**config.mk**
```make
export PLATFORM = sky130hd
export DESIGN_NAME = sgc_global_ctrl
export DESIGN_NICKNAME = d
export VERILOG_FILES = /design/src/hdl/sgc_pkg.sv /design/src/hdl/sgc_global_ctrl.sv
export SDC_FILE = /design/constraint.sdc
export NUM_CORES = 1
export LEC_CHECK = 0
export BUFFER_PORTS_ARGS = -buffer_cell sky130_fd_sc_hd__buf_4
export CAP_MARGIN = 20
export CORE_MARGIN = 2
export CORE_UTILIZATION = 58
export DETAILED_ROUTE_END_ITERATION = 7
export PLACE_DENSITY = 0.86
export SYNTH_ARGS = -nofsm -noshare
export SYNTH_HDL_FRONTEND = slang
export SYNTH_SLANG_ARGS = --single-unit
```
**constraint.sdc**
```tcl
create_clock -name REF_CLK -period 5 [get_ports REF_CLK]
set_input_delay 1 -clock REF_CLK [delete_from_list [all_inputs] [get_ports REF_CLK]]
set_output_delay 1 -clock REF_CLK [all_outputs]
set_load 0.03 [all_outputs]
```
**src/hdl/sgc_pkg.sv**
```systemverilog
package sgc_pkg;

	// ==========================================================
	// Clock and storm period timing
	localparam int unsigned CLK_KHZ          = 50000;
	localparam int unsigned STORM_PER_100_MS = 67;
	localparam int unsigned STORM_PER_10_MS  = 500;
	localparam logic [24:0] STORM_PER_100_CYC = 25'(STORM_PER_100_MS * CLK_KHZ);
	localparam logic [24:0] STORM_PER_10_CYC  = 25'(STORM_PER_10_MS * CLK_KHZ);

	// ==========================================================
	// Register indices (byte address is four times the index)
	localparam logic [7:0] IDX_FWD_OPT  = 8'h05;
	localparam logic [7:0] IDX_MII_HIGH = 8'h06;
	localparam logic [7:0] IDX_STORM_LO = 8'h07;
	localparam logic [7:0] IDX_STATUS   = 8'h40;

	// ==========================================================
	// Reset values and writable masks
	localparam logic [7:0] RST_FWD_OPT   = 8'h00;
	localparam logic [7:0] RST_MII_HIGH  = 8'h20;
	localparam logic [7:0] RST_STORM_LO  = 8'h63;
	localparam logic [7:0] WMASK_FWD_OPT  = 8'hc9;
	localparam logic [7:0] WMASK_MII_HIGH = 8'h7f;

	// ==========================================================
	// Field positions
	localparam int unsigned B_VLAN_EN    = 7;
	localparam int unsigned B_IGMP_SNOOP = 6;
	localparam int unsigned B_WFQ_EN     = 3;
	localparam int unsigned B_SNIFF_AND  = 0;
	localparam int unsigned B_MII_HALF   = 6;
	localparam int unsigned B_MII_FC     = 5;
	localparam int unsigned B_MII_10BT   = 4;
	localparam int unsigned B_NULL_VID   = 3;
	localparam int unsigned B_THR_HI_MSB = 2;

	// ==========================================================
	// Misc constants
	localparam logic [3:0]  WFQ_W0   = 4'h1;
	localparam logic [11:0] NULL_VID = 12'h000;
	localparam logic [10:0] THR_MAX  = 11'h7ff;
	localparam logic [1:0]  HTRANS_NONSEQ = 2'h2;

	typedef struct packed {
		logic        vlan_en;
		logic        igmp_snoop;
		logic        wfq_en;
		logic        sniff_and;
		logic        mii_half;
		logic        mii_fc;
		logic        mii_10bt;
		logic        null_vid_rep;
		logic [10:0] storm_thr;
	} sgc_cfg_s;

endpackage

```
**src/hdl/sgc_global_ctrl.sv**
```systemverilog
`timescale 1ns/1ps
// Summary of operation
// - Bit 7 of the forwarding options register turns 802.1Q VLAN processing on, and software fills the VLAN table first.
// - With the snoop bit (bit 6) set every IGMP packet is forwarded to the switch MII port, otherwise snooping is off.
// - With weighted fair queuing on and all four queues busy, queues 3:2:1:0 share egress in the ratio 8:4:2:1.
// - Under weighted fair queuing an empty queue gets no share, and while any queue is empty the highest busy queue gains one extra unit.
// - With weighted fair queuing off, scheduling follows the per-port priority method, here strict priority.
// - With the sniff mode bit at 1 a packet is mirrored only when both source and destination ports match.
// - With the sniff mode bit at 0 a packet is mirrored when either source or destination port matches.
// - Bit 6 of the MII/storm register selects half duplex on the switch MII port when set, full duplex when clear.
// - Bit 5 of the MII/storm register enables MII full-duplex flow control and resets to 1.
// - Bit 4 of the MII/storm register runs the MII port at 10 Mbps when set and at 100 Mbps when clear.
// - With null VID replacement enabled a null VLAN ID is replaced by the 12-bit port VID.
// - Each port may pass a programmed number of 64-byte blocks per period of 67 ms at 100 Mbps or 500 ms at 10 Mbps.
// - Bits 2 to 0 of the MII/storm register are threshold bits 10 to 8 and reset to zero.
// - The register at index 0x07 holds threshold bits 7 to 0 and resets to 0x63.
module sgc_global_ctrl #(
	parameter logic [24:0] STORM_PER_100_CYC = sgc_pkg::STORM_PER_100_CYC,
	parameter logic [24:0] STORM_PER_10_CYC  = sgc_pkg::STORM_PER_10_CYC
) (
	// Clock and reset
	input  wire logic              REF_CLK,
	input  wire logic              SYS_RST,
	// AHB-Lite slave
	input  wire logic              HSEL,
	input  wire logic [31:0]       HADDR,
	input  wire logic [1:0]        HTRANS,
	input  wire logic              HWRITE,
	input  wire logic [2:0]        HSIZE,
	input  wire logic [31:0]       HWDATA,
	input  wire logic              HREADY,
	output logic      [31:0]       HRDATA,
	output logic                   HREADYOUT,
	output logic                   HRESP,
	// Configuration out
	output sgc_pkg::sgc_cfg_s      CFG,
	// Egress queue scheduling
	input  wire logic [3:0]        Q_NONEMPTY,
	input  wire logic              TX_REQ,
	output logic      [3:0]        TX_GRANT,
	// IGMP snooping
	input  wire logic              IGMP_PKT,
	output logic                   IGMP_TO_MII,
	// Sniffing
	input  wire logic              SNIFF_SRC_HIT,
	input  wire logic              SNIFF_DST_HIT,
	output logic                   SNIFF_MIRROR,
	// VID replacement
	input  wire logic [11:0]       FRM_VID_IN,
	input  wire logic [11:0]       PORT_VID,
	output logic      [11:0]       FRM_VID_OUT,
	// Broadcast storm control
	input  wire logic [2:0]        STORM_BLK_STB,
	output logic      [2:0]        STORM_DROP
);

	// ==========================================================
	// Bus decode
	logic       wr_pend_reg;
	logic [7:0] wr_idx_reg;
	logic       addr_fire;
	logic       mapped;
	logic [7:0] a_idx;
	logic       wr_fwd;
	logic       wr_mii;
	logic       wr_lo;

	assign a_idx     = HADDR[9:2];
	assign mapped    = (HADDR[31:10] == 22'h000000);
	assign addr_fire = HSEL && HREADY && (HTRANS == sgc_pkg::HTRANS_NONSEQ);
	assign wr_fwd    = wr_pend_reg && (wr_idx_reg == sgc_pkg::IDX_FWD_OPT);
	assign wr_mii    = wr_pend_reg && (wr_idx_reg == sgc_pkg::IDX_MII_HIGH);
	assign wr_lo     = wr_pend_reg && (wr_idx_reg == sgc_pkg::IDX_STORM_LO);

	// ==========================================================
	// Registers
	logic [7:0] fwd_reg;
	logic [7:0] mii_reg;
	logic [7:0] lo_reg;
	logic [7:0] fwd_next;
	logic [7:0] mii_next;
	logic [7:0] lo_next;

	// Reserved bits stay zero whatever is written
	assign fwd_next = wr_fwd ? (HWDATA[7:0] & sgc_pkg::WMASK_FWD_OPT) : fwd_reg;
	assign mii_next = wr_mii ? (HWDATA[7:0] & sgc_pkg::WMASK_MII_HIGH) : mii_reg;
	assign lo_next  = wr_lo ? HWDATA[7:0] : lo_reg;

	always_ff @(posedge REF_CLK) begin
		if (SYS_RST) begin
			fwd_reg <= sgc_pkg::RST_FWD_OPT;
			mii_reg <= sgc_pkg::RST_MII_HIGH;
			lo_reg  <= sgc_pkg::RST_STORM_LO;
		end else begin
			fwd_reg <= fwd_next;
			mii_reg <= mii_next;
			lo_reg  <= lo_next;
		end
	end

	assign CFG.vlan_en      = fwd_reg[sgc_pkg::B_VLAN_EN];
	assign CFG.igmp_snoop   = fwd_reg[sgc_pkg::B_IGMP_SNOOP];
	assign CFG.wfq_en       = fwd_reg[sgc_pkg::B_WFQ_EN];
	assign CFG.sniff_and    = fwd_reg[sgc_pkg::B_SNIFF_AND];
	assign CFG.mii_half     = mii_reg[sgc_pkg::B_MII_HALF];
	assign CFG.mii_fc       = mii_reg[sgc_pkg::B_MII_FC];
	assign CFG.mii_10bt     = mii_reg[sgc_pkg::B_MII_10BT];
	assign CFG.null_vid_rep = mii_reg[sgc_pkg::B_NULL_VID];
	assign CFG.storm_thr    = {mii_reg[sgc_pkg::B_THR_HI_MSB:0], lo_reg};

	// ==========================================================
	// Read path, forwarded from the pending write
	logic [7:0]  status_val;
	logic [31:0] rd_next;

	assign status_val = {4'h0, CFG.mii_10bt, STORM_DROP};
	assign rd_next = !mapped ? 32'h00000000 :
		(a_idx == sgc_pkg::IDX_FWD_OPT)  ? {24'h000000, fwd_next} :
		(a_idx == sgc_pkg::IDX_MII_HIGH) ? {24'h000000, mii_next} :
		(a_idx == sgc_pkg::IDX_STORM_LO) ? {24'h000000, lo_next} :
		(a_idx == sgc_pkg::IDX_STATUS)   ? {24'h000000, status_val} : 32'h00000000;

	always_ff @(posedge REF_CLK) begin
		if (SYS_RST) begin
			wr_pend_reg <= 1'b0;
			wr_idx_reg  <= 8'h00;
			HRDATA      <= 32'h00000000;
			HREADYOUT   <= 1'b1;
			HRESP       <= 1'b0;
		end else begin
			wr_pend_reg <= addr_fire && HWRITE && mapped;
			wr_idx_reg  <= a_idx;
			HRDATA      <= (addr_fire && !HWRITE) ? rd_next : 32'h00000000;
			HREADYOUT   <= 1'b1;
			HRESP       <= 1'b0;
		end
	end

	// ==========================================================
	// Egress queue scheduler
	logic [3:0] cred_reg [4];
	logic [3:0] cred_next [4];
	logic [3:0] eff_cred [4];
	logic [3:0] cur_elig;
	logic [3:0] elig;
	logic [3:0] pick;
	logic [3:0] grant;
	logic [3:0] hi_ne;
	logic       need_reload;
	logic       any_empty;

	assign any_empty   = !(&Q_NONEMPTY);
	assign need_reload = CFG.wfq_en && !(|cur_elig);
	assign pick        = CFG.wfq_en ? elig : Q_NONEMPTY;

	for (genvar q = 0; q < 4; q++) begin : g_elig
		assign cur_elig[q] = Q_NONEMPTY[q] && (cred_reg[q] != 4'h0);
	end

	// Weights and eligibility apart from the pick, so no process reads what it writes
	always_comb begin
		hi_ne = 4'h0;
		for (int q = 0; q < 4; q++) begin
			if (Q_NONEMPTY[q])
				hi_ne = 4'(1 << q);
		end
		for (int q = 0; q < 4; q++) begin
			// Empty queues drop their share; if any queue is empty, the top busy queue takes one more
			if (!need_reload)
				eff_cred[q] = cred_reg[q];
			else if (!Q_NONEMPTY[q])
				eff_cred[q] = 4'h0;
			else
				eff_cred[q] = (sgc_pkg::WFQ_W0 << q) + {3'h0, hi_ne[q] && any_empty};
			elig[q] = Q_NONEMPTY[q] && (eff_cred[q] != 4'h0);
		end
	end

	always_comb begin
		grant = 4'h0;
		for (int q = 0; q < 4; q++) begin
			if (pick[q])
				grant = 4'(1 << q);
		end
		for (int q = 0; q < 4; q++) begin
			if (!CFG.wfq_en)
				cred_next[q] = 4'h0;
			else if (TX_REQ)
				cred_next[q] = eff_cred[q] - {3'h0, grant[q]};
			else
				cred_next[q] = cred_reg[q];
		end
	end

	always_ff @(posedge REF_CLK) begin
		if (SYS_RST) begin
			for (int q = 0; q < 4; q++)
				cred_reg[q] <= 4'h0;
			TX_GRANT <= 4'h0;
		end else begin
			for (int q = 0; q < 4; q++)
				cred_reg[q] <= cred_next[q];
			TX_GRANT <= TX_REQ ? grant : 4'h0;
		end
	end

	// ==========================================================
	// IGMP snooping, sniffing and VID replacement
	logic        sniff_hit;
	logic [11:0] vid_next;

	assign sniff_hit = CFG.sniff_and ? (SNIFF_SRC_HIT && SNIFF_DST_HIT)
		: (SNIFF_SRC_HIT || SNIFF_DST_HIT);
	assign vid_next = (CFG.null_vid_rep && FRM_VID_IN == sgc_pkg::NULL_VID) ? PORT_VID : FRM_VID_IN;

	always_ff @(posedge REF_CLK) begin
		if (SYS_RST) begin
			IGMP_TO_MII  <= 1'b0;
			SNIFF_MIRROR <= 1'b0;
			FRM_VID_OUT  <= 12'h000;
		end else begin
			IGMP_TO_MII  <= IGMP_PKT && CFG.igmp_snoop;
			SNIFF_MIRROR <= sniff_hit;
			FRM_VID_OUT  <= vid_next;
		end
	end

	// ==========================================================
	// Broadcast storm protection
	logic [24:0] per_cnt_reg;
	logic [24:0] per_len;
	logic        period_end;
	logic [10:0] blk_cnt_reg [3];

	assign per_len    = CFG.mii_10bt ? STORM_PER_10_CYC : STORM_PER_100_CYC;
	assign period_end = (per_cnt_reg >= per_len - 25'h0000001);

	always_ff @(posedge REF_CLK) begin
		if (SYS_RST || period_end)
			per_cnt_reg <= 25'h0000000;
		else
			per_cnt_reg <= per_cnt_reg + 25'h0000001;
	end

	for (genvar p = 0; p < 3; p++) begin : g_storm
		logic [10:0] cnt_next;

		assign cnt_next = period_end ? {10'h000, STORM_BLK_STB[p]} :
			(STORM_BLK_STB[p] && blk_cnt_reg[p] != sgc_pkg::THR_MAX) ? blk_cnt_reg[p] + 11'h001 :
			blk_cnt_reg[p];

		always_ff @(posedge REF_CLK) begin
			if (SYS_RST) begin
				blk_cnt_reg[p] <= 11'h000;
				STORM_DROP[p]  <= 1'b0;
			end else begin
				blk_cnt_reg[p] <= cnt_next;
				STORM_DROP[p]  <= (cnt_next >= CFG.storm_thr);
			end
		end
	end

	// ==========================================================
	// Assertions
	a_vlan_write:
	assert property (@(posedge REF_CLK) disable iff (SYS_RST)
		addr_fire && HWRITE && mapped && a_idx == sgc_pkg::IDX_FWD_OPT ##1 1'b1
		|=> CFG.vlan_en == $past(HWDATA[7]))
	else $error("VLAN enable did not follow write");

	a_igmp_fwd:
	assert property (@(posedge REF_CLK) disable iff (SYS_RST)
		1'b1 |=> IGMP_TO_MII == $past(IGMP_PKT && CFG.igmp_snoop))
	else $error("IGMP forward wrong");

	a_wfq_ratio:
	assert property (@(posedge REF_CLK) disable iff (SYS_RST)
		CFG.wfq_en && TX_REQ && need_reload && Q_NONEMPTY == 4'hf
		|=> TX_GRANT == 4'h8 && cred_reg[3] == 4'h7 && cred_reg[2] == 4'h4 && cred_reg[0] == 4'h1)
	else $error("WFQ reload weights wrong");

	a_wfq_bonus:
	assert property (@(posedge REF_CLK) disable iff (SYS_RST)
		CFG.wfq_en && TX_REQ && need_reload && Q_NONEMPTY == 4'hb
		|=> cred_reg[3] == 4'h8 && cred_reg[2] == 4'h0)
	else $error("WFQ empty queue bonus wrong");

	a_strict_prio:
	assert property (@(posedge REF_CLK) disable iff (SYS_RST)
		!CFG.wfq_en && TX_REQ && Q_NONEMPTY[3] |=> TX_GRANT == 4'h8)
	else $error("Strict priority grant wrong");

	a_sniff_and:
	assert property (@(posedge REF_CLK) disable iff (SYS_RST)
		CFG.sniff_and && (SNIFF_SRC_HIT != SNIFF_DST_HIT) && $stable(CFG) |=> !SNIFF_MIRROR)
	else $error("AND sniff mirrored a half match");

	a_sniff_or:
	assert property (@(posedge REF_CLK) disable iff (SYS_RST)
		!CFG.sniff_and && (SNIFF_SRC_HIT || SNIFF_DST_HIT) |=> SNIFF_MIRROR)
	else $error("OR sniff missed a match");

	a_mii_reset:
	assert property (@(posedge REF_CLK)
		SYS_RST |=> CFG.mii_fc && !CFG.mii_half && !CFG.mii_10bt && CFG.storm_thr == 11'h063)
	else $error("MII or threshold reset value wrong");

	a_vid_replace:
	assert property (@(posedge REF_CLK) disable iff (SYS_RST)
		CFG.null_vid_rep && FRM_VID_IN == 12'h000 |=> FRM_VID_OUT == $past(PORT_VID))
	else $error("Null VID not replaced");

	a_storm_clear:
	assert property (@(posedge REF_CLK) disable iff (SYS_RST)
		period_end && STORM_BLK_STB == 3'h0 && CFG.storm_thr != 11'h000 ##1 !wr_mii && !wr_lo
		|-> STORM_DROP == 3'h0)
	else $error("Storm drop not cleared at period end");

	a_mii_write:
	assert property (@(posedge REF_CLK) disable iff (SYS_RST)
		addr_fire && HWRITE && mapped && a_idx == sgc_pkg::IDX_MII_HIGH ##1 1'b1
		|=> {CFG.mii_half, CFG.mii_fc, CFG.mii_10bt, CFG.null_vid_rep, CFG.storm_thr[10:8]}
			== $past(HWDATA[6:0]))
	else $error("MII register write not applied");

	a_lo_write:
	assert property (@(posedge REF_CLK) disable iff (SYS_RST)
		addr_fire && HWRITE && mapped && a_idx == sgc_pkg::IDX_STORM_LO ##1 1'b1
		|=> CFG.storm_thr[7:0] == $past(HWDATA[7:0]))
	else $error("Threshold low byte write not applied");

	a_status_read:
	assert property (@(posedge REF_CLK) disable iff (SYS_RST)
		addr_fire && !HWRITE && mapped && a_idx == sgc_pkg::IDX_STATUS
		|=> HRDATA[3] == $past(CFG.mii_10bt) && HRDATA[2:0] == $past(STORM_DROP))
	else $error("Status read data wrong");

	a_storm_hold:
	assert property (@(posedge REF_CLK) disable iff (SYS_RST)
		STORM_DROP[0] && !period_end && $stable(CFG.storm_thr) |=> STORM_DROP[0])
	else $error("Storm drop released inside a period");

	a_grant_busy:
	assert property (@(posedge REF_CLK) disable iff (SYS_RST)
		TX_REQ |=> $onehot0(TX_GRANT) && (TX_GRANT & ~$past(Q_NONEMPTY)) == 4'h0)
	else $error("Grant to an idle queue");

	c_wfq_bonus:  cover property (@(posedge REF_CLK) CFG.wfq_en && need_reload && Q_NONEMPTY == 4'hb);
	c_storm_drop: cover property (@(posedge REF_CLK) STORM_DROP != 3'h0);
	c_sniff_and:  cover property (@(posedge REF_CLK) CFG.sniff_and && SNIFF_MIRROR);
	c_reg_read:   cover property (@(posedge REF_CLK) addr_fire && !HWRITE && a_idx == sgc_pkg::IDX_STATUS);

endmodule

```
==> results.ini <==
[detailed_routing]
via_per_inst = 5.50
via_count = 6233
drc = 0
post_drt_wl_per_cell_um = 14.5
drtPass1Iterations = 5
ant_nets = 0
drt_iter0_markers = 441
wl_um = 16400

[critical_path]
crit_fanout = 11
worst-r2r-cell-count = 15
cp.required_ns = 5.32
crit_path_end_kind = flip-flop
critPathLaunchType = flip-flop
cp_top_family = compound AO/OA/AOI/OAI gates
critPathKind = reg -> reg
cp.arrival_ns = 4.50
r2r_start = mii_reg[4]
timing.rr.end = STORM_DROP[1]
rrSetupSlack_ns = 0.82
critical-path-max-stage-delay_ns = 0.56
worst-path-buf-inv = 1
cp_cell_sequence = inv_1, ha_1, nand2_1, nor4bb_1, o2111ai_1, a31oi_2, nor2_1, nand2b_1, ha_1, nand2b_1, a21o_1, a21o_1, a211oi_1, o21ai_0, and3_1
slowest_stage = dfxtp_1

[global_route]
antenna_found_initial = 0
grt_util_all_layers_pct = 25.6
grt_pass1_wl_um = 27400
gr-total-overflow = 0
grt_max_degree = 45
grt_pass1_vias = 5980

[timing]
slew_viol_final = 0
setup_viol = 0
fmaxAchievable_mhz = 239
period_minus_slack_ns = 4.18
relSlewSlack_pct = 43.2
period_share_pct = 83.5
hold_violations = 0
skew_ns = 0.00782
rsz0062_at_grt = false
setup_tns_ns = 0
tightest_slew_ns = 0.846

[die]
die_w_um = 116
dieHeight_um = 116
ios = 183
start_util_pct = 59.7
rows = 40
coreArea_mm2 = 0.0121
die-area_mm2 = 0.0134

[yosys]
synth_top_area_share_pct = 37.6
synth-edff-count = 0
ys_async_sr_fraction_pct = 0
syn_area_per_cell_um2 = 8.61
synth_area_leaders = dfxtp_1 38%, ha_1 9.9%, nor2_1 8.1%, xor2_1 4.1%, buf_4 3.8%
ys_ff_latch = 136
yosysTopAreaCell = dfxtp_1
syn-instance-count = 840
netlist_area_mm2 = 0.00723
ys_seq_area_share_pct = 37.6
ys_warn_count = 0
synth_ff_type = dfxtp_1
synthDistinctLibCells = 59

[pwr]
switchingPower_w = 0.000628
power_density_mw_per_mm2 = 289
power_frac_clock_pct = 47.6
power_frac_comb_pct = 8.1
seq_power_share_pct = 44.3
vdd_ir_drop_max_v = 0.000278
p_int_w = 0.00188
netSwitchingFraction_pct = 25.0
p_leak_nw = 3.96

[placement]
gp_congestion = 0.818
hpwl_um = 11700
portBuffers = 127
placed_cell_area_mm2 = 0.00813

[min_path]
min_path_cells = 2
min_path_type = reg -> reg
min_from = mii_reg[7]
min_to = mii_reg[7]

[clock_network]
clkTransAtPathRegs_ns = 0.06
cts_hold_buf = 0
cts_buffers = 17
clk_path_buf_depth = 2
post_cts_resized = 0
cts_root_buf = clkbuf_16
clock_sinks = 136
cts_htree_levels = 4
cts_tree = yes
post_cts_buffers = 0
insertion_delay_ns = 0.43

[final_layout]
drive_gt1_share_pct = 18.0
fin_area_mm2 = 0.00870
largest_register_ffs = 33
area_delta_synth_final_pct = 20.2
diodes = 0
nets = 1118

[flow_run]
drv_cap = 0

[run_status]
status = finished, final reports clean

-- kinds of logic (layout without fill, tap and decap cells) --
group / after synthesis / count (layout) / share of synthesized area, %
AOI/OAI and AO/OA: 119 / 119 / 11.2
xor gates and xnor gates: 50 / 50 / 6.05
adders and majority gates: 57 / 57 / 9.86
buffers and inverters: 90 / 191 / 6.99
DFF: 136 / 136 / 37.6
muxes: 26 / 26 / 3.62
other: 2 / 26 / 0.104
and+or+nand+nor: 360 / 360 / 24.5
-- power by group through the flow --
stage	Sequential (W)	Combinational, W	Clock, W
finish	0.00111	0.000204	0.00120
global route	0.00111	0.000223	0.00126
CTS	0.00111	0.000203	0.00121
detailed placement	0.00113	0.000201	0
global placement	0.00113	0.000197	0
floorplan	0.00115	0.000122	0
-- metrics by stage --
stage / util [%] / cells / power, W / hold slack (ns) / setup WS (ns)
after floorplan: - / 864 / 0.00127 / 0.419 / 1.59
after global placement: 67.1 / 1101 / 0.00133 / 0.429 / 0.965
after detailed placement: 67.1 / 1101 / 0.00134 / 0.432 / 0.906
after CTS: 71.8 / 1133 / 0.00253 / 0.442 / 0.838
after global routing: 71.8 / 1133 / 0.00260 / 0.459 / 0.451
final: 71.8 / 1133 / 0.00251 / 0.444 / 0.823
-- cell usage after synthesis, types with 11 or more instances --
cell type	instances
nor2_1	157
dfxtp_1	136
ha_1	57
nand2_1	46
buf_4	37
xor2_1	34
a21oi_1	27
nand3_1	26
inv_1	25
mux2i_1	25
nand4_1	21
clkbuf_1	17
o21ai_0	16
xnor2_1	16
nor2b_1	15
a211oi_1	13
a21o_1	13
and2_1	13
nor3_1	13
a31oi_1	11
and3_1	11
nor4_1	11
-- placed cells by master, fill, tap and decap left out, drive strengths merged, types with 7 or more instances in the layout --
cell type / n
nand2: 46
nor3: 13
nand4: 21
a31oi: 12
inv: 32
nor4: 11
and2: 13
buf: 134
o21ai: 16
nor2: 157
xnor2: 16
clkbuf: 18
a21o: 13
o22ai: 7
nor2b: 15
conb: 26
a211oi: 13
nand3: 26
a21oi: 27
ha: 57
xor2: 34
mux2i: 25
and3: 11
and4: 10
dfxtp: 136
nor3b: 9
nand2b: 8
-- worst max-delay path by stage --
stage                          endpoint  startpoint  depth (start not counted)  slack, ns
after floorplan           STORM_DROP[0]  mii_reg[4]                         14       1.59
after global placement    STORM_DROP[0]  mii_reg[4]                         14       0.97
after detailed placement  STORM_DROP[0]  mii_reg[4]                         14       0.91
after CTS                 STORM_DROP[1]  mii_reg[4]                         15       0.84
after global routing      STORM_DROP[1]  mii_reg[4]                         15       0.45
final                     STORM_DROP[1]  mii_reg[4]                         15       0.82
-- cell type report --
cell class	count	area, um^2
Clock inverter	14	136
Clock buffer	18	429
Sequential cell	136	2720
Inverter	25	93.8
Timing Repair Buffer	134	1010
Multi-Input combinational cell	638	4100
Fill cell	926	3420
Tap cell	168	210
-- worst reg2reg max path, cell delays in order, from the launching register on --
cell       delay [ns]
dfxtp_1          0.56
inv_1            0.25
ha_1             0.35
nand2_1          0.05
nor4bb_1         0.44
o2111ai_1        0.22
a31oi_2          0.52
nor2_1           0.14
nand2b_1         0.18
ha_1             0.26
nand2b_1         0.15
a21o_1           0.19
a21o_1           0.18
a211oi_1         0.22
o21ai_0          0.16
and3_1           0.20
-- per-layer routing --
| metal | wire length (um) | part of all wire, % | vias up | GRT usage (%) |
|---|---|---|---|---|
| li1 | - | - | 3121 | - |
| met1 | 7260 | 44 | 2898 | 31.3 |
| met2 | 7770 | 47 | 176 | 43.7 |
| met3 | 984 | 6.0 | 38 | 6.43 |
| met4 | 387 | 2.4 | 0 | 9.92 |
| met5 | 0 | 0 | - | 0 |
Note: power is estimated with default switching activity, not from simulation.
